==> src/tx_line_pkg.sv <==
// Shared types and constants for the transmit line encoder path
package tx_line_pkg;

  // ****************************************
  // Widths, depths and code constants
  // ****************************************
  localparam int RAIL_W        = 2;    // Positive and negative rail per word
  localparam int FIFO_DEPTH    = 16;   // Words of elastic buffering
  localparam int LOOK_DEPTH    = 4;    // Look-ahead window, covers longest run
  localparam int B3ZS_RUN      = 3;    // Zero run replaced in B3ZS
  localparam int HDB3_RUN      = 4;    // Zero run replaced in HDB3
  localparam int PER_W         = 8;    // Width of line clock period counters
  localparam int CLK_PERIOD_NS = 100;  // mclk period
  localparam int DUTY_MIN_PCT  = 30;   // Least accepted line clock duty
  localparam int DUTY_MAX_PCT  = 70;   // Largest accepted line clock duty
  localparam int PCT_FULL      = 100;  // Percent scale

  // ****************************************
  // Reset values
  // ****************************************
  localparam logic LAST_POS_RST = 1'b0;  // First mark goes out positive
  localparam logic PARITY_RST   = 1'b0;  // No marks since a violation

  // ****************************************
  // Types
  // ****************************************
  typedef enum logic [1:0] {
    RATE_E3   = 2'h0,
    RATE_DS3  = 2'h1,
    RATE_STS1 = 2'h2
  } line_rate_e;

  typedef enum logic [1:0] {
    SYM_ZERO = 2'h0,
    SYM_MARK = 2'h1,
    SYM_VIOL = 2'h2,
    SYM_RAW  = 2'h3
  } sym_kind_e;

  typedef enum logic [1:0] {
    DC_IDLE    = 2'b00,
    DC_MEASURE = 2'b01,
    DC_RUN     = 2'b11
  } duty_state_e;

  typedef struct packed {
    logic pos;
    logic neg;
  } rail_s;

  typedef struct packed {
    sym_kind_e kind;
    rail_s     raw;
  } slot_s;

endpackage : tx_line_pkg

==> src/tx_line_encoder_path.sv <==
// Transmit rail buffer, B3ZS/HDB3 encoder and shaper control
// Contract
// - Single-rail NRZ is used when the format pin is high in hardware mode or bit 0 is 1 in host mode.
// - Dual-rail is used when the format pin is low in hardware mode or bit 0 is 0 in host mode.
// - In dual-rail the positive input carries positive marks and the negative input negative marks.
// - Single-rail data is coded B3ZS at DS3 or STS-1 rate and HDB3 at E3 rate.
// - B3ZS replaces each three zeros by B0V or 00V keeping an odd mark count between violations.
// - HDB3 replaces each four zeros by 000V or B00V keeping an odd mark count between violations.
// - Dual-rail bypasses the encoder with no separate enable.
// - In dual-rail an incoming bipolar violation is sent on as an ordinary mark.
// - Build-out is off when the level pin or bit is 1 and on when it is 0.
// - At E3 rate build-out stays off whatever the level pin or bit says.
// - A line clock of 30% to 70% duty is accepted and regenerated at 50% for the shaper.
`timescale 1ns/1ns

// ****************************************
// Rail word FIFO
// ****************************************
module tx_rail_fifo #(
  parameter int WIDTH = 2,
  parameter int DEPTH = 16
) (
  // Clock and reset
  input  wire logic             mclk,
  input  wire logic             rst,
  // Filling side
  input  wire logic             in_valid,
  input  wire logic [WIDTH-1:0] in_data,
  output logic                  in_ready,
  // Draining side
  output logic                  out_valid,
  output logic      [WIDTH-1:0] out_data,
  input  wire logic             out_ready
);
  localparam int AW = $clog2(DEPTH);

  logic [WIDTH-1:0] mem [DEPTH];
  logic [AW:0]      wr_ptr;
  logic [AW:0]      rd_ptr;
  logic             push;
  logic             pop;

  // Full and empty from pointer difference
  assign in_ready  = (wr_ptr - rd_ptr) != (AW+1)'(DEPTH);
  assign out_valid = wr_ptr != rd_ptr;
  assign out_data  = mem[rd_ptr[AW-1:0]];
  assign push      = in_valid & in_ready;
  assign pop       = out_ready & out_valid;

  // Storage
  always_ff @(posedge mclk)
  begin
    if (push)
      mem[wr_ptr[AW-1:0]] <= in_data;
  end

  // Pointers
  always_ff @(posedge mclk)
  begin
    if (rst)
    begin
      wr_ptr <= '0;
      rd_ptr <= '0;
    end
    else
    begin
      if (push)
        wr_ptr <= wr_ptr + 1'b1;
      if (pop)
        rd_ptr <= rd_ptr + 1'b1;
    end
  end
endmodule : tx_rail_fifo

// ****************************************
// Encoder path top
// ****************************************
module tx_line_encoder_path (
  // Clock and reset
  input  wire logic                   mclk,
  input  wire logic                   rst,
  // Framer side
  input  wire logic                   transmit_line_clock,
  input  wire logic                   positive_tx_input,
  input  wire logic                   negative_tx_input,
  output logic                        input_ready,
  // Configuration
  input  wire logic                   host_mode,
  input  wire logic                   rail_format_select,
  input  wire logic                   rail_format_bit,
  input  wire logic                   build_out_level,
  input  wire logic                   build_out_bit,
  input  wire tx_line_pkg::line_rate_e line_rate,
  // Pulse shaper side
  input  wire logic                   shaper_ready,
  output logic                        shaper_strobe,
  output tx_line_pkg::rail_s          shaper_rail,
  output logic                        shaper_clock,
  output logic                        build_out_enable,
  output logic                        duty_error
);
  import tx_line_pkg::*;

  logic                  clk_d;
  logic                  line_edge;
  logic                  single_rail;
  logic                  is_e3;
  logic [2:0]            run_len;
  rail_s                 in_word;
  rail_s                 fifo_word;
  logic                  fifo_valid;
  logic                  advance;
  slot_s                 in_slot;
  slot_s                 win      [LOOK_DEPTH];
  slot_s                 next_win [LOOK_DEPTH];
  slot_s                 out_slot;
  logic                  zero_run;
  logic                  sub_par;
  logic                  last_pos;
  logic                  parity;
  duty_state_e           dstate;
  logic [PER_W-1:0]      cnt;
  logic [PER_W-1:0]      hi_cnt;
  logic [PER_W-1:0]      period;
  logic [PER_W-1:0]      next_cnt;

  // ****************************************
  // Mode decode
  // ****************************************
  assign single_rail = host_mode ? rail_format_bit : rail_format_select;
  assign is_e3       = line_rate == RATE_E3;
  assign run_len     = is_e3 ? 3'(HDB3_RUN) : 3'(B3ZS_RUN);

  // Build-out control
  always_ff @(posedge mclk)
  begin
    if (rst)
      build_out_enable <= 1'b0;
    else
      build_out_enable <= ~(host_mode ? build_out_bit : build_out_level)
                          & ~is_e3;
  end

  // ****************************************
  // Line clock edge and input capture
  // ****************************************
  // Previous pin sample, kept through reset so a high pin gives no false edge
  always_ff @(posedge mclk)
  begin
    clk_d <= transmit_line_clock;
  end

  assign line_edge = transmit_line_clock & ~clk_d;
  assign in_word   = '{pos: positive_tx_input, neg: negative_tx_input};
  assign advance   = line_edge & fifo_valid & shaper_ready;

  tx_rail_fifo #(
    .WIDTH (RAIL_W),
    .DEPTH (FIFO_DEPTH)
  ) u_fifo (
    .mclk      (mclk),
    .rst       (rst),
    .in_valid  (line_edge),
    .in_data   (in_word),
    .in_ready  (input_ready),
    .out_valid (fifo_valid),
    .out_data  (fifo_word),
    .out_ready (advance)
  );

  // ****************************************
  // Look-ahead window and substitution
  // ****************************************
  // Single-rail uses the positive rail only; dual-rail passes raw rails
  always_comb
  begin
    in_slot.raw  = fifo_word;
    if (single_rail)
      in_slot.kind = fifo_word.pos ? SYM_MARK : SYM_ZERO;
    else
      in_slot.kind = SYM_RAW;
  end

  // Zero run detection and parity at the substitution point
  always_comb
  begin
    zero_run = single_rail && (in_slot.kind == SYM_ZERO);
    sub_par  = parity;
    for (int j = LOOK_DEPTH - 1; j >= 0; j--)
    begin
      if (j >= int'(run_len) - 1)
      begin
        if (win[j].kind == SYM_VIOL)
          sub_par = 1'b0;
        else if (win[j].kind == SYM_MARK)
          sub_par = ~sub_par;
      end
      if (j < int'(run_len) - 1 && win[j].kind != SYM_ZERO)
        zero_run = 1'b0;
    end
  end

  // Shift stages with in-place rewrite of a detected run
  for (genvar i = 0; i < LOOK_DEPTH; i++)
  begin : g_win
    always_comb
    begin
      next_win[i] = (i == 0) ? in_slot : win[(i == 0) ? 0 : i - 1];
      if (zero_run)
      begin
        if (i == 0)
          next_win[i].kind = SYM_VIOL;
        else if (i == int'(run_len) - 1)
          next_win[i].kind = sub_par ? SYM_ZERO : SYM_MARK;
      end
    end

    always_ff @(posedge mclk)
    begin
      if (rst)
        win[i] <= '{kind: SYM_ZERO, raw: '0};
      else if (advance)
        win[i] <= next_win[i];
    end
  end

  assign out_slot = win[LOOK_DEPTH-1];

  // ****************************************
  // Polarity and parity tracking
  // ****************************************
  always_ff @(posedge mclk)
  begin
    if (rst)
    begin
      last_pos <= LAST_POS_RST;
      parity   <= PARITY_RST;
    end
    else if (advance)
    begin
      case (out_slot.kind)
        SYM_MARK:
        begin
          last_pos <= ~last_pos;
          parity   <= ~parity;
        end
        SYM_VIOL:
          parity <= 1'b0;
        default:
          parity <= parity;
      endcase
    end
  end

  // Output rails to the shaper
  always_ff @(posedge mclk)
  begin
    if (rst)
    begin
      shaper_strobe <= 1'b0;
      shaper_rail   <= '0;
    end
    else
    begin
      shaper_strobe <= advance;
      if (advance)
      begin
        case (out_slot.kind)
          SYM_MARK: shaper_rail <= '{pos: ~last_pos, neg: last_pos};
          SYM_VIOL: shaper_rail <= '{pos: last_pos, neg: ~last_pos};
          SYM_RAW:  shaper_rail <= '{pos: out_slot.raw.pos,
                                     neg: out_slot.raw.neg & ~out_slot.raw.pos};
          default:  shaper_rail <= '0;
        endcase
      end
    end
  end

  // ****************************************
  // Line clock duty correction
  // ****************************************
  assign next_cnt = line_edge ? '0 : cnt + 1'b1;

  // Period and high time measurement
  always_ff @(posedge mclk)
  begin
    if (rst)
    begin
      dstate <= DC_IDLE;
      cnt    <= '0;
      hi_cnt <= '0;
      period <= '0;
    end
    else
    begin
      cnt <= next_cnt;
      if (line_edge)
      begin
        period <= cnt + 1'b1;
        hi_cnt <= '0;
      end
      else if (clk_d)
        hi_cnt <= hi_cnt + 1'b1;
      case (dstate)
        DC_IDLE:    dstate <= line_edge ? DC_MEASURE : DC_IDLE;
        DC_MEASURE: dstate <= line_edge ? DC_RUN : DC_MEASURE;
        DC_RUN:     dstate <= DC_RUN;
        default:    dstate <= DC_IDLE;
      endcase
    end
  end

  // Regenerated 50% clock and duty range flag
  always_ff @(posedge mclk)
  begin
    if (rst)
    begin
      shaper_clock <= 1'b0;
      duty_error   <= 1'b0;
    end
    else
    begin
      shaper_clock <= (dstate == DC_RUN) && (next_cnt < (period >> 1));
      if (line_edge && dstate != DC_IDLE)
        duty_error <= (16'(hi_cnt) * 16'(PCT_FULL) < 16'(cnt + 1'b1) * 16'(DUTY_MIN_PCT))
                   || (16'(hi_cnt) * 16'(PCT_FULL) > 16'(cnt + 1'b1) * 16'(DUTY_MAX_PCT));
    end
  end
endmodule : tx_line_encoder_path

==> config.mk <==
export PLATFORM = sky130hd
export DESIGN_NAME = tx_line_encoder_path
export DESIGN_NICKNAME = d
export VERILOG_FILES = /design/src/tx_line_pkg.sv /design/src/tx_line_encoder_path.sv
export SDC_FILE = /design/constraint.sdc
export NUM_CORES = 1
export LEC_CHECK = 0
export ABC_AREA = 1
export BUFFER_PORTS_ARGS = -buffer_cell sky130_fd_sc_hd__buf_4
export CAP_MARGIN = 20
export CORE_MARGIN = 5
export CORE_UTILIZATION = 40
export CTS_CLUSTER_SIZE = 30
export DETAILED_ROUTE_END_ITERATION = 8
export HOLD_SLACK_MARGIN = 0.02
export PLACE_DENSITY = 0.56
export SLEW_MARGIN = 20
export SYNTH_ARGS = -nofsm -noshare
export SYNTH_HDL_FRONTEND = slang
export SYNTH_SLANG_ARGS = --single-unit
==> constraint.sdc <==
create_clock -name mclk -period 7.45 [get_ports mclk]
set_clock_uncertainty 0.2 [all_clocks]
set_input_delay 1.49 -clock mclk [delete_from_list [all_inputs] [get_ports mclk]]
set_output_delay 1.49 -clock mclk [all_outputs]
set_load 0.05 [all_outputs]
==> results of run 1 <==
==> through the flow <==
stage               std cells  total power, mW
global route             1141            1.197
CTS                      1141            1.152
floorplan                 889           0.6733
detailed placement       1125           0.7111
finish                   1141            1.136
global placement         1125           0.7115
==> final timing paths <==
check | start | to
worst max-delay path | cnt[0] | duty_error
worst min-delay path | period[1] | period[1]
worst max register to register | cnt[0] | duty_error
worst min register to register | period[1] | period[1]
==> where the power goes <==
part | internal [mW] | total, mW | switching [mW]
Sequential | 0.563 | 0.572 | 0.00875
Combinational | 0.0456 | 0.126 | 0.0804
Clock | 0.237 | 0.438 | 0.201
==> per-layer routing <==
| metal | share of wire, % | GRT usage, % | routed length [um] |
|---|---|---|---|
| met5 | 0 | 0 | 0 |
| met1 | 49 | 19.18 | 7458 |
| met4 | 1.3 | 3.545 | 193 |
| met2 | 47 | 24.61 | 7062 |
| met3 | 2.6 | 2.803 | 392 |
==> cell type report <==
class	instances	share of cell area, %
inverter	176	8.323
clock inverter	4	0.3769
clock buffer	12	3.094
tap	229	3.596
multi-input combinational	604	52.58
timing repair buffer	20	1.884
sequential	96	30.15
==> state kept, by name, summed over array words and instances (netlist names), 2 cells and up, named ones only <==
name and cells:
u_fifo.mem 32, win 16, cnt 8, hi_cnt 8, period 7, u_fifo.rd_ptr 5
u_fifo.wr_ptr 5, dstate 2, shaper_rail 2
==> worst max-delay path: cells and delay by family, from the launching register on <==
kind            cells  cell delay [ns]
compound gates      3             0.53
buf+inv             3             0.20
simple gates       12             1.20
flops               1             0.53
xor+xnor            2             0.48
fa+ha+maj           5             1.73
==> placed cells by master (no fill, tap or decap), drive strengths merged <==
cell,netlist,final
nor3b,2,2
inv,175,176
nand4,7,7
xnor2,12,12
o21bai,4,4
dfxtp,48,48
or2,6,6
nand3,47,47
clkinvlp,0,1
clkinv,1,3
o22ai,10,10
edfxtp,48,48
nand2,150,150
o21ai,41,41
nor3,21,21
nor2,76,76
a21o,2,2
o2111ai,1,1
ha,110,110
buf,13,20
fa,17,17
a21oi,58,58
a31oi,2,2
a2111oi,1,1
xor2,26,26
clkbuf,0,12
and3b,1,1
and3,1,1
o211a,1,1
o211ai,5,5
o21a,3,3
==> cells by family (layout without fill, tap and decap cells) <==
group,Yosys count,count (layout),synth area share [%]
buf+inv,189,212,10.16
flops,96,96,32.74
simple gates,311,311,19.22
fa+ha+maj,127,127,23.40
compound gates,128,128,9.737
xor+xnor,38,38,4.741
==> impl.org, run 1 <==
** GRT
- The initial antenna violation count is 0.
- Grt total ovfl :: 0
- Entering global routing, the biggest net connects 22 pins.
- Vias in the first global route :: 5192
- Global-route wire length before repair :: around 25000 um
- All-layer global routing usage :: approximately 15%

** Clocking
- CTS tree :: yes
- Clock-pin slew of the registers on the worst-case setup and hold paths :: 0.07 ns
- Number of levels in the clock H-tree :: 3
- Number of gates resized after CTS :: 0
- Clock tree synthesis selected as its root buffer the cell sky130_fd_sc_hd__clkbuf_16.
- Buffer levels on the longest clock path :: 2
- Number of clock buffers inserted by TritonCTS :: 9
- The clock net in this run drives a total of 96 sinks.
- Hold_buf cts :: 0
- Later-pin clock latency in the skew report :: 0.34 ns
- Buffers added to address setup during post-CTS repair amount to 0.

** Timing
- Once routing completed, OpenROAD measured the worst setup slack at 2.460 ns.
- Worst rel slew slack :: between 50% and 60%
- Transition time at the pin with the least slew margin :: 0.6884 ns
- The routed design could run at a clock period as short as 4.990 ns.
- Worst-case hold slack :: 0.2657 ns
- Final-report hold violation count :: 0
- Sum Neg Setup Slack :: 0 ns
- Setup repair after global routing left no endpoint under its margin.
- Dividing the final minimum period by the clock period gives ~67%.
- Max Freq :: 0.2004 GHz
- Setup violations remaining at the end of the flow were counted as 0.
- The number of slew-limit violations in the final report is 0.

** Logic synthesis
- Number of instances in the synthesized netlist :: around 890
- Library cell occupying the most area in the post-synthesis netlist :: sky130_fd_sc_hd__edfxtp_1
- Share of flip-flops with an asynchronous set or reset after synthesis :: 0%
- Synthesized flop and latch total :: 96
- Net Count, Synth :: 1029
- Synthesized area :: 0.007337 mm2
- In the synthesized netlist, the cells that appear most often are 170 x sky130_fd_sc_hd__inv_1, 141 x sky130_fd_sc_hd__nand2_1, 110 x sky130_fd_sc_hd__ha_1, 71 x sky130_fd_sc_hd__nor2_1, 58 x sky130_fd_sc_hd__a21oi_1.
- After synthesis, the netlist uses 41 different library cells.
- After synthesis, the cell types taking the most area are sky130_fd_sc_hd__edfxtp_1 20%, sky130_fd_sc_hd__ha_1 19%, sky130_fd_sc_hd__dfxtp_1 13%, sky130_fd_sc_hd__inv_1 8.7%, sky130_fd_sc_hd__nand2_1 7.2%.
- Top_reg_cell synth :: sky130_fd_sc_hd__edfxtp_1
- Most numerous cell in the Yosys netlist :: sky130_fd_sc_hd__inv_1
- In this run the biggest area consumer among cell types represents about a fifth of the synthesized area.
- Mean instance size in the synthesized netlist :: 8.253 um2
- Of the synthesized area, sequential elements account for 32.74%.
- Number of enable-type register cells in the synthesized netlist :: 48
- Synth warnings :: 0

** Die
- Die span in x :: 145.4 um
- Count of boundary I/O pins :: 20
- The initial utilization of the core area, before any placement, comes to roughly two fifths.
- The die covers 0.02115 mm2.
- Die Height :: ~150 um
- The core region is 0.01802 mm2.
- Total number of placement rows :: 49

** Final layout
- Core occupancy in the finished layout :: between 40% and 50%
- After routing the design area is approximately 0.008 mm2.
- The number of antenna diodes in the final layout is 0.
- Number of nets in the layout :: about 1000
- Area added between synthesis and finish :: 8.595%
- The sequential cells in the finished layout cover a total of between 0.002 and 0.0025 mm2.
- Area taken by multi-input logic gates :: 0.004189 mm2
- The post-route netlist has 7.566% of its cells at a drive strength greater than 1.
- Number of filler instances in the final layout :: 1835

** Detailed routing
- For this block, the routed nets add up to 15110 um of wire.
- Via count :: 5392
- Router iterations before antenna repair :: 4
- Iteration-0 DRC Markers :: 191
- The detail route stage leaves a number of antenna-violating nets equal to 0.
- Remaining design rule violation count :: 0
- Dividing the detail-routed via count by the number of cells gives between 4 and 5.
- Wirelength per Cell :: 13.24 um

** Run
- Max-cap violations in this run came to 0.

** Placed design
- Cell area after placement :: around 0.0077 mm2
- At the end of routability-driven placement, the weighted congestion stood at 0.8370.
- Port buffering added 19 buffers.
- Half-perimeter wire length after detailed placement :: 12150 um
- Worst-case setup slack after placement :: 2.437 ns

** Setup path
- Setup slack of the worst register-to-register path :: about 2.5 ns
- Maximum fanout along the worst path :: 9
- The worst setup path is of the reg2reg kind.
- Worst-path cell with the longest stage delay :: sky130_fd_sc_hd__dfxtp_1
- Arrival time of the worst setup path :: 5.02 ns
- Max stage delay on crit path :: 0.53 ns
- Data required time at the worst endpoint :: roughly 7.5 ns
- The worst setup path is launched from a register.
- Counting cells, the worst reg-to-reg path comes to 25.
- Element type at the critical path end :: register
- By instance count, the cell type seen most on the critical path is sky130_fd_sc_hd__nand2_1.

** Hold path
- Worst hold path cell count :: 2
- The min-delay analysis places its worst path in the category reg2reg.

** Power
- Leakage power summed over all cells :: 3.882 nW
- The worst-case IR drop observed on VDD is 0.0001388 V.
- In this run the power density over the cells is 142.6 mW/mm2.

** Outcome
- Run status :: complete, no violations
(Power assumes the default switching activity.)
==> run 2: changes to the inputs <==
--- a/config.mk
+++ b/config.mk
@@ -5,7 +5,7 @@
 export SDC_FILE = /design/constraint.sdc
 export NUM_CORES = 1
 export LEC_CHECK = 0
-export ABC_AREA = 1
+export ABC_AREA = 0
 export BUFFER_PORTS_ARGS = -buffer_cell sky130_fd_sc_hd__buf_4
 export CAP_MARGIN = 20
 export CORE_MARGIN = 5
@@ -13,7 +13,7 @@
 export CTS_CLUSTER_SIZE = 30
 export DETAILED_ROUTE_END_ITERATION = 8
 export HOLD_SLACK_MARGIN = 0.02
-export PLACE_DENSITY = 0.56
+export PLACE_DENSITY = 0.58
 export SLEW_MARGIN = 20
 export SYNTH_ARGS = -nofsm -noshare
 export SYNTH_HDL_FRONTEND = slang
==> constraint.sdc (replaced) <==
create_clock -name mclk -period 4.5 [get_ports mclk]
set_clock_uncertainty 0.2 [all_clocks]
set_input_delay 0.9 -clock mclk [delete_from_list [all_inputs] [get_ports mclk]]
set_output_delay 0.9 -clock mclk [all_outputs]
set_load 0.05 [all_outputs]
==> run 2 against run 1 <==
The flow now finishes with violations (setup timing). Critical path depth fell by 1. Fmax rose by 4.6%. Final area rose by 4.9%. Non-clock buffer count rose by 71. Die area fell by 4.4%. Core utilization rose by 4.3 points. Sequential cell count did not move. Sequential share of layout area fell by 1.3 points. Via count fell by 2.9%. Combinational power rose by 120%. Synthesized area fell by 4.7%. Critical path type unchanged.
==> impl.org, run 2 <==
** Outcome
- Run status: complete, but fails checks (was complete, no violations).
- The checks that failed: setup timing.

** Logic synthesis
- Fraction of the mapped netlist area in adder cells :: 24.69% (was 23.40%)
- The total nets after synthesis is 850 (was 1029).
- The count of synthesis-stage warnings from yosys was 0 (unchanged).
- The count of state elements after synthesis is 96 (unchanged).
- Top cells by instance count after synthesis :: 110 x sky130_fd_sc_hd__ha_1, 93 x sky130_fd_sc_hd__nor2_1, 84 x sky130_fd_sc_hd__inv_1, 48 x sky130_fd_sc_hd__dfxtp_1, 48 x sky130_fd_sc_hd__edfxtp_1 (was 170 x sky130_fd_sc_hd__inv_1, 141 x sky130_fd_sc_hd__nand2_1, 110 x sky130_fd_sc_hd__ha_1, 71 x sky130_fd_sc_hd__nor2_1, 58 x sky130_fd_sc_hd__a21oi_1)
- Number of instances in the synthesized netlist :: 710 (was 889)
- The area share of the largest cell type after synthesis came to 20.61% (was 19.65%).
- Library cell occupying the most area in the post-synthesis netlist :: sky130_fd_sc_hd__edfxtp_1 (unchanged)
- Fraction of the mapped netlist area in compound gates :: 9.608% (was 9.737%)
- Largest cells by area after synthesis :: sky130_fd_sc_hd__edfxtp_1 21%, sky130_fd_sc_hd__ha_1 20%, sky130_fd_sc_hd__dfxtp_1 14%, sky130_fd_sc_hd__nor2_1 5.0%, sky130_fd_sc_hd__fa_1 4.9% (was sky130_fd_sc_hd__edfxtp_1 20%, sky130_fd_sc_hd__ha_1 19%, sky130_fd_sc_hd__dfxtp_1 13%, sky130_fd_sc_hd__inv_1 8.7%, sky130_fd_sc_hd__nand2_1 7.2%)
- The multiplexer share of the synthesized area is 4.563% (was 0%).
- The combinational family with the most area after synthesis is adder cells (unchanged).
- Top_reg_cell synth :: sky130_fd_sc_hd__edfxtp_1 (unchanged)
- The synthesized area divided by synthesized cell count came to 9.849 um2 (was 8.253 um2).
- Number of enable-type register cells in the synthesized netlist :: 48 (unchanged)
- Share of flip-flops with an asynchronous set or reset after synthesis :: 0% (unchanged)
- The simple-gate area share of the yosys netlist came to 14.03% (was 19.22%).
- The xor and xnor fraction of the mapped netlist area came to 7.228% (was 4.741%).
- The proportion of synthesized chip area in sequential cells came to 34.35% (was 32.74%).
- The number of distinct library cell variants in the gate-level netlist after synthesis was 57 (was 41).
- Most numerous cell in the Yosys netlist :: sky130_fd_sc_hd__ha_1 (was sky130_fd_sc_hd__inv_1)
- Synthesized area :: 0.006993 mm2 (was 0.007337 mm2)

** Clocking
- Clk sink count :: 96 (unchanged)
- The clock latency on the worst-skew pair is 0.35 ns (was 0.34 ns).
- Buffer levels on the longest clock path :: 2 (unchanged)
- Clock-pin slew of the registers on the worst-case setup and hold paths :: 0.08 ns (was 0.07 ns)
- The total of hold buffers inserted after clock tree synthesis was 0 (unchanged).
- CTS tree :: yes (unchanged)
- Number of levels in the clock H-tree :: 3 (unchanged)
- Number of clock buffers inserted by TritonCTS :: 9 (unchanged)
- The root buffer cell is sky130_fd_sc_hd__clkbuf_16 (unchanged).

** Setup path
- The slowest cell on the critical path was sky130_fd_sc_hd__fa_1 (was sky130_fd_sc_hd__dfxtp_1).
- The most repeated library cell on the critical path is sky130_fd_sc_hd__ha_1 (was sky130_fd_sc_hd__nand2_1).
- Launching element type of the critical path :: register (unchanged)
- The endpoint kind of the worst setup timing path is a register (unchanged).
- The arrival time at the worst endpoint was 4.82 ns (was 5.02 ns).
- Data required time at the worst endpoint :: 4.54 ns (was 7.48 ns)
- Walking the worst path, the cells encountered are nand3_4 > nor2_4 > nand4_1 > xor2_2 > inv_1 > ha_1 > ha_1 > inv_1 > fa_1 > inv_2 > ha_4 > nand2_1 > o211ai_1 > buf_4 > nor3_2 > o21ai_1 > maj3_2 > xnor2_2 > ha_1 > a21o_1 > a211oi_2 > o311ai_1 > o2111ai_1 > o22ai_1.
- Path type of the worst setup path :: reg2reg (unchanged)
- The largest fanout on the critical path is 6 (was 9).
- Max stage delay on crit path :: 0.48 ns (was 0.53 ns)

** Final layout
- Commonest cells after routing, fill and taps aside: 106 x sky130_fd_sc_hd__ha_1, 91 x sky130_fd_sc_hd__buf_4, 90 x sky130_fd_sc_hd__nor2_1, 80 x sky130_fd_sc_hd__inv_1, 48 x sky130_fd_sc_hd__edfxtp_1 (was 170 x sky130_fd_sc_hd__inv_1, 141 x sky130_fd_sc_hd__nand2_1, 110 x sky130_fd_sc_hd__ha_1, 71 x sky130_fd_sc_hd__nor2_1, 58 x sky130_fd_sc_hd__a21oi_1).
- The most frequent standard cell in the layout excluding fill and tap cells is sky130_fd_sc_hd__ha_1 (was sky130_fd_sc_hd__inv_1).
- The number of flip-flops under the largest register name is 32 (unchanged).
- The post-layout net count was 934 (was 1047).
- The layout overhead on the synthesized area was 19.52% (was 8.595%).
- Fraction of final layout cells sized beyond drive strength 1 :: 19.52% (was 7.566%)
- Antenna diode instance count :: 0 (unchanged)
- The final non-filler cell total came to 1024 (was 1141).

** Hold path
- Worst hold path class :: reg2reg (unchanged)

** Timing
- The setup total negative slack is -0.2718 ns (was 0 ns).
- Count of endpoints failing setup in the final report :: 1 (was 0)
- The top achievable clock speed is 0.2096 GHz (was 0.2004 GHz).
- Transition time at the pin with the least slew margin :: 0.7357 ns (was 0.6884 ns)
- Final-report hold violation count :: 0 (unchanged)
- Setup repair after global routing missed its margin :: yes (was no)
- Final setup slack of the worst path :: -0.2718 ns (was 2.460 ns)
- The final period demand of the worst path came to 4.772 ns (was 4.990 ns).
- Slew Limit Fails :: 0 (unchanged)
- The headroom to the max-slew limit came to 50.95% (was 54.00%).
- Share of the clock period used by the worst path after layout :: 106.0% (was 66.98%)

** Power
- The part of the power in registers is 48.0% (was 50.3%).
- The switching power summed over all nets came to 0.5395 mW (was 0.2904 mW).
- Largest voltage drop on the vdd net :: 0.0002869 V (was 0.0001388 V)
- Part of the total power dissipated in combinational logic :: 13.9% (was 11.1%)
- The fraction of power spent switching nets is 26.91% (was 25.55%).
- Internal portion of total power :: 1.465 mW (was 0.8458 mW)
- The clock network fraction of total power was 38.1% (was 38.6%).
- Leakage power summed over all cells :: 3.781 nW (was 3.882 nW)
- Power density normalized to cell area :: 239.9 mW/mm2 (was 142.6 mW/mm2)

** Detailed routing
- Remaining design rule violation count :: 0 (unchanged)
- Iteration-0 DRC Markers :: 240 (was 191)
- The average via count per standard cell came to 5.112 (was 4.726).
- The routed wire length was 15290 um (was 15110 um).
- Via count :: 5235 (was 5392)
- The number of antenna-violating nets in the routed design is 0 (unchanged).
- Router iterations before antenna repair :: 5 (was 4)
- Wirelength per Cell :: 14.93 um (was 13.24 um)

** Die
- The area of the placeable core came to 0.01724 mm2 (was 0.01802 mm2).
- The starting density of the core is 40.57% (was 40.71%).
- The number of standard-cell rows in the floorplan is 48 (was 49).
- Die area :: 0.02023 mm2 (was 0.02115 mm2)
- Count of boundary I/O pins :: 20 (unchanged)
- The die extent in x was 142.2 um (was 145.4 um).
- Die Height :: 142.2 um (was 145.4 um)

** GRT
- Global-route wire length before repair :: 25840 um (was 25450 um)
- The global-route usage over all layers came to 15.85% (was 14.53%).
- Grt total ovfl :: 0 (unchanged)
- Number of antenna violations at the first check in global routing :: 0 (unchanged)
- Vias in the first global route :: 5471 (was 5192)
- The pin count of the biggest net entering global routing came to 33 (was 22).

** Placed design
- Global placement routability congestion :: 0.7963 (was 0.8370)
- Port buffer count :: 19 (unchanged)
- Worst-case setup slack after placement :: -0.3865 ns (was 2.437 ns)
- Instance count after placement with tap cells included :: 996 (was 1125)
- The HPWL reported at the end of detailed placement was 12200 um (was 12150 um).

** Run
- The number of maximum-capacitance violations came to 0 (unchanged).
==> run 2: changes by cell type after synthesis, sizes merged, moves of 10 or more <==
cell    before  now
a211oi       0   14
a21oi       58   28
and2         0   10
clkbuf       0   14
inv        175   84
nand2      150   29
nand2b       0   12
nand3       47   13
nor2        76   93
nor2b        0   14
nor3        21   11
o21ai       41   19
xnor2       12   32
==> run 2: final timing paths <==
| kind | slack [ns] | cells after the start | endpoint | from |
|---|---|---|---|---|
| setup / recovery | -0.27 | 24 | duty_error | cnt[0] |
| setup reg to reg | -0.27 | 24 | duty_error | cnt[0] |
| hold / removal | 0.27 | 1 | cnt[0] | cnt[0] |
| hold reg to reg | 0.27 | 1 | cnt[0] | cnt[0] |
==> run 2: kinds of logic (layout without fill, tap and decap cells) <==
| family | after synthesis | after routing |
|---|---|---|
| flip-flops | 96 | 96 |
| XOR/XNOR | 56 | 56 |
| multiplexers | 21 | 21 |
| AND/OR/NAND/NOR | 207 | 207 |
| adder cells (fa/ha/maj) | 128 | 128 |
| AO/OA/AOI/OAI | 100 | 100 |
| buffers and inverters | 102 | 191 |
==> run 2: per-stage QoR <==
step	cell area (um2)	power, mW	hold slack (ns)	util (%)
final	8358	2.005	0.2697	48.49
after CTS	8315	2.027	0.2754	48.24
after detailed placement	7888	1.256	0.2736	45.76
after global placement	7888	1.244	0.2496	45.76
after floorplan	7094	1.167	0.2544	-
after global routing	8358	2.103	0.2839	48.49
==> run 2: worst max-delay path: cells and delay by family (launching register included) <==
family / cells / cell delay (ns)
simple gates: 5 / 0.57
fa+ha+maj: 6 / 1.91
compound gates: 7 / 0.91
flops: 1 / 0.38
buf+inv: 4 / 0.32
xor+xnor: 2 / 0.37
==> run 2: power groups by stage <==
| stage | logic (mW) | clock network (mW) | registers (mW) |
|---|---|---|---|
| 5_1_grt | 0.312 | 0.825 | 0.965 |
| 2_1_floorplan | 0.188 | 0 | 0.979 |
| 4_1_cts | 0.277 | 0.788 | 0.962 |
| 3_3_place_gp | 0.264 | 0 | 0.980 |
| 3_5_place_dp | 0.274 | 0 | 0.982 |
| 6_report | 0.278 | 0.765 | 0.962 |
==> run 2: layout make-up <==
type	instances	area, um2
fillers	1557	8879
multi-input cells	512	4370
flip-flops and latches	96	2415
repair buffers	91	683.2
inverters	84	315.3
well taps	225	281.5
clock buffers	10	239.0
clock inverters	6	53.80
==> run 2: metal layers <==
layer / wire length (um) / track usage (%) / up-vias
li1: - / - / 2622
met1: 7046 / 20.63 / 2494
met2: 7298 / 26.14 / 90
met3: 598 / 3.629 / 29
met4: 347 / 5.202 / 0
met5: 0 / 0 / -
==> run 2: timing repair <==
| action | in CTS | in global routing |
|---|---|---|
| resized for setup | 18 | 2 |
| pin swaps | 16 | 7 |
| buffers inserted | 8 | 4 |
| endpoints found under the hold margin | 0 | 0 |
| setup endpoints to repair | 1 | 1 |
==> run 3: changes to the inputs <==
--- a/config.mk
+++ b/config.mk
@@ -10,6 +10,7 @@
 export CAP_MARGIN = 20
 export CORE_MARGIN = 5
 export CORE_UTILIZATION = 40
+export CTS_BUF_LIST = sky130_fd_sc_hd__clkbuf_2
 export CTS_CLUSTER_SIZE = 30
 export DETAILED_ROUTE_END_ITERATION = 8
 export HOLD_SLACK_MARGIN = 0.02
==> run 3 against run 2 <==
The flow still finishes with violations (setup timing). Count of clock-buffer cells in the layout is 1 lower. Critical path depth stayed put. Global-route usage hardly changed. Fmax is 0.81% higher. Non-clock buffer count stayed put. Total power is 17% lower. Critical path type unchanged. Largest power group unchanged.
==> impl.org, run 3 (synthesis gave the netlist of run 2 again) <==
** GRT
- All-layer global routing usage :: 15.86% (was 15.85%)
- Maximum number of pins on one net before global-route repair :: 33 (unchanged)
- The via count of the first global-routing pass is 5442 (was 5471).
- The first-pass GRT wire length was 25760 um (was 25840 um).
- Grt total ovfl :: 0 (unchanged)
- The initial antenna violation count was 0 (unchanged).

** Final layout
- Number of filler instances in the final layout :: 1575 (was 1557)
- Number of nets in the layout :: 934 (unchanged)
- Flip-flop count of the largest register, all copies and words added :: 32 (unchanged)
- Area added between synthesis and finish :: 17.02% (was 19.52%)
- Fraction of final layout cells sized beyond drive strength 1 :: 19.40% (was 19.52%)
- Antenna diode instance count :: 0 (unchanged)
- The area taken by flip-flops and latches is 0.002417 mm2 (was 0.002415 mm2).
- Commonest cells after routing, fill and taps aside :: 106 x sky130_fd_sc_hd__ha_1, 91 x sky130_fd_sc_hd__buf_4, 90 x sky130_fd_sc_hd__nor2_1, 80 x sky130_fd_sc_hd__inv_1, 48 x sky130_fd_sc_hd__edfxtp_1 (unchanged)
- The final non-filler cell total is 1024 (unchanged).
- Area taken by multi-input logic gates :: 0.004383 mm2 (was 0.004370 mm2)
- Most common cell after layout, fill and taps aside :: sky130_fd_sc_hd__ha_1 (unchanged)

** Detailed routing
- Remaining design rule violation count :: 0 (unchanged)
- Ratio of routed vias to standard cells :: 5.120 (was 5.112)
- The routed wire length came to 15290 um (about the same).
- The number of iterations in the first detailed-routing pass is 5 (unchanged).
- The average wire per standard cell is 14.93 um (about the same).
- The number of antenna-violating nets in the routed design came to 0 (unchanged).
- The count of vias placed by the detailed router is 5243 (was 5235).
- The number of design-rule violations left by the first detailed-router iteration came to 205 (was 240).

** Clocking
- The clock latency on the worst-skew pair is 0.64 ns (was 0.35 ns).
- Number of levels in the clock H-tree :: 3 (unchanged)
- Buffer levels on the longest clock path :: 2 (unchanged)
- Clock root cell :: sky130_fd_sc_hd__clkbuf_2 (was sky130_fd_sc_hd__clkbuf_16)
- The TritonCTS clock tree was yes (unchanged).
- The clock edge transition at the registers on the reported setup and hold paths was 0.33 ns (was 0.08 ns).
- Hold_buf cts :: 0 (unchanged)
- Clk sink count :: 96 (unchanged)
- The total clock buffers created by CTS is 9 (unchanged).

** Timing
- The actual transition at the worst max-transition pin came to 0.7396 ns (was 0.7357 ns).
- Final-report hold violation count :: 0 (unchanged)
- The number of slew-limit violations in the final report was 0 (unchanged).
- Worst rel slew slack :: 50.69% (was 50.95%)
- Setup repair after global routing missed its margin: yes (unchanged).
- The setup slack of the critical path after layout came to -0.2335 ns (was -0.2718 ns).
- The final period demand of the worst path was 4.734 ns (was 4.772 ns).
- Count of endpoints failing setup in the final report :: 1 (unchanged)
- Share of the clock period used by the worst path after layout :: 105.2% (was 106.0%)
- The top achievable clock speed was 0.2113 GHz (was 0.2096 GHz).

** Outcome
- Run status: complete, but fails checks (unchanged).
- Violations in the final reports :: setup timing (unchanged)

** Power
- The static leakage came to 3.705 nW (was 3.781 nW).
- The cell area power density came to 202.6 mW/mm2 (was 239.9 mW/mm2).
- Total power draw :: 1.657 mW (was 2.005 mW)
- Largest voltage drop on the vdd net :: 0.0001144 V (was 0.0002869 V)

** Die
- Count of boundary I/O pins :: 20 (unchanged)
- The starting density of the core is 40.57% (unchanged).
- Die Height :: 142.2 um (unchanged)
- The area of the placeable core is 0.01724 mm2 (unchanged).
- Total number of placement rows :: 48 (unchanged)
- Die span in x :: 142.2 um (unchanged)
- Die area :: 0.02023 mm2 (unchanged)

** Setup path
- Worst-path cell chain :: nand3_4 > nor2_4 > nand4_1 > xor2_2 > inv_1 > ha_1 > ha_1 > inv_1 > fa_1 > inv_2 > ha_4 > nand2_1 > o211ai_1 > buf_4 > nor3_2 > o21ai_1 > maj3_2 > xnor2_2 > ha_1 > a21o_1 > a211oi_2 > o311ai_1 > o2111ai_1 > o22ai_1 (unchanged)
- Most Frequent Cell on Critical Path :: sky130_fd_sc_hd__ha_1 (unchanged)
- The total buffers and inverters traversed by the critical path was 4 (unchanged).
- The category of the critical setup timing path is reg2reg (unchanged).
- The slowest cell on the critical path was sky130_fd_sc_hd__fa_1 (unchanged).
- Data required time at the worst endpoint :: 4.89 ns (was 4.54 ns)
- WP depth :: 24 (unchanged)
- The reg-to-reg critical path endpoint is duty_error (unchanged).
- The arrival time at the worst endpoint came to 5.13 ns (was 4.82 ns).
- The largest fanout on the critical path came to 6 (unchanged).
- The worst-case register-to-register setup slack was -0.23 ns (was -0.27 ns).
- The category of the worst setup path launch point is a register (unchanged).
- The endpoint kind of the worst setup timing path was a register (unchanged).
- The startpoint of the worst-slack reg-to-reg timing path is cnt[1] (was cnt[0]).
- Register-to-Register Path Depth :: 24 (unchanged)
- Max stage delay on crit path :: 0.48 ns (about the same)
- The cell class contributing the biggest share of worst-path delay is adder cells (unchanged).

** Placed design
- Half-perimeter wire length after detailed placement :: 12200 um (unchanged)
- The number of placed cells counting well taps is 996 (unchanged).
- The routability congestion estimate from global placement was 0.7963 (unchanged).
- The number of buffer cells added on primary ports is 19 (unchanged).

** Hold path
- Min-delay src :: transmit_line_clock (was cnt[0])
- The worst hold path depth is 1 (unchanged).
- Worst Hold Endpoint :: clk_d (was cnt[0])
- The path type of the worst min-delay path was in2reg (was reg2reg).

** Run
- Max_cap viols :: 0 (unchanged)
## run 3: cell count changes in the layout (fill, tap and decap cells not counted)
cell                        previous run  this run
sky130_fd_sc_hd__clkbuf_2              0         9
sky130_fd_sc_hd__clkbuf_8              1         0
sky130_fd_sc_hd__clkbuf_16             9         0
sky130_fd_sc_hd__dfxtp_4               3         4
sky130_fd_sc_hd__dfxtp_2               1         0
sky130_fd_sc_hd__a2111oi_2             1         0
sky130_fd_sc_hd__a2111oi_4             0         1
sky130_fd_sc_hd__clkinv_1              0         1
## run 3: metal layers
layer  wire length, um  track usage (%)  up-vias
met2              7211            26.06       97
li1                  -                -     2621
met5                 0                0        -
met1              7052            20.55     2491
met4               413            5.606        0
met3               611            3.629       34
## run 3: how the worst max path moves through the flow
stage | startpoint | end
3_5_place_dp | cnt[0] | duty_error
2_1_floorplan | cnt[0] | duty_error
5_1_grt | cnt[0] | duty_error
3_3_place_gp | cnt[0] | duty_error
4_1_cts | cnt[0] | duty_error
6_report | cnt[1] | duty_error
## run 3: area by class of cell
class / instances / share of cell area [%]
Sequential cell: 96 / 29.54
Inverter: 84 / 3.853
Clock buffer: 9 / 0.5505
Timing Repair Buffer: 91 / 8.349
Tap cell: 225 / 3.440
Clock inverter: 7 / 0.7034
Multi-Input combinational cell: 512 / 53.56
## run 3: through the flow
step                      TNS, ns  hold slack, ns  setup slack [ns]  util, %  instance area, um2
after floorplan           -0.3025          0.2544           -0.3025        -                7094
after global placement    -0.2434          0.2496           -0.2434    45.76                7888
after detailed placement  -0.3865          0.2736           -0.3865    45.76                7888
after CTS                 -0.1719          0.1028           -0.1719    47.14                8125
after global routing      -0.5036         0.07250           -0.5036    47.47                8183
final                     -0.2335          0.1533           -0.2335    47.47                8183
## run 3: what timing repair did
| item | 4_1_cts | 5_1_grt |
|---|---|---|
| pin swaps | 16 | 7 |
| endpoints found under the setup margin | 1 | 1 |
| setup buffers | 8 | 4 |
| resized for setup | 18 | 4 |
## run 3: power breakdown
part | total [mW] | leakage [nW] | internal, mW | switching (mW)
sequential | 0.964 | 0.847 | 0.943 | 0.0208
combinational | 0.278 | 2.79 | 0.122 | 0.156
clock | 0.416 | 0.0633 | 0.0839 | 0.332
total | 1.66 | 3.71 | 1.15 | 0.509
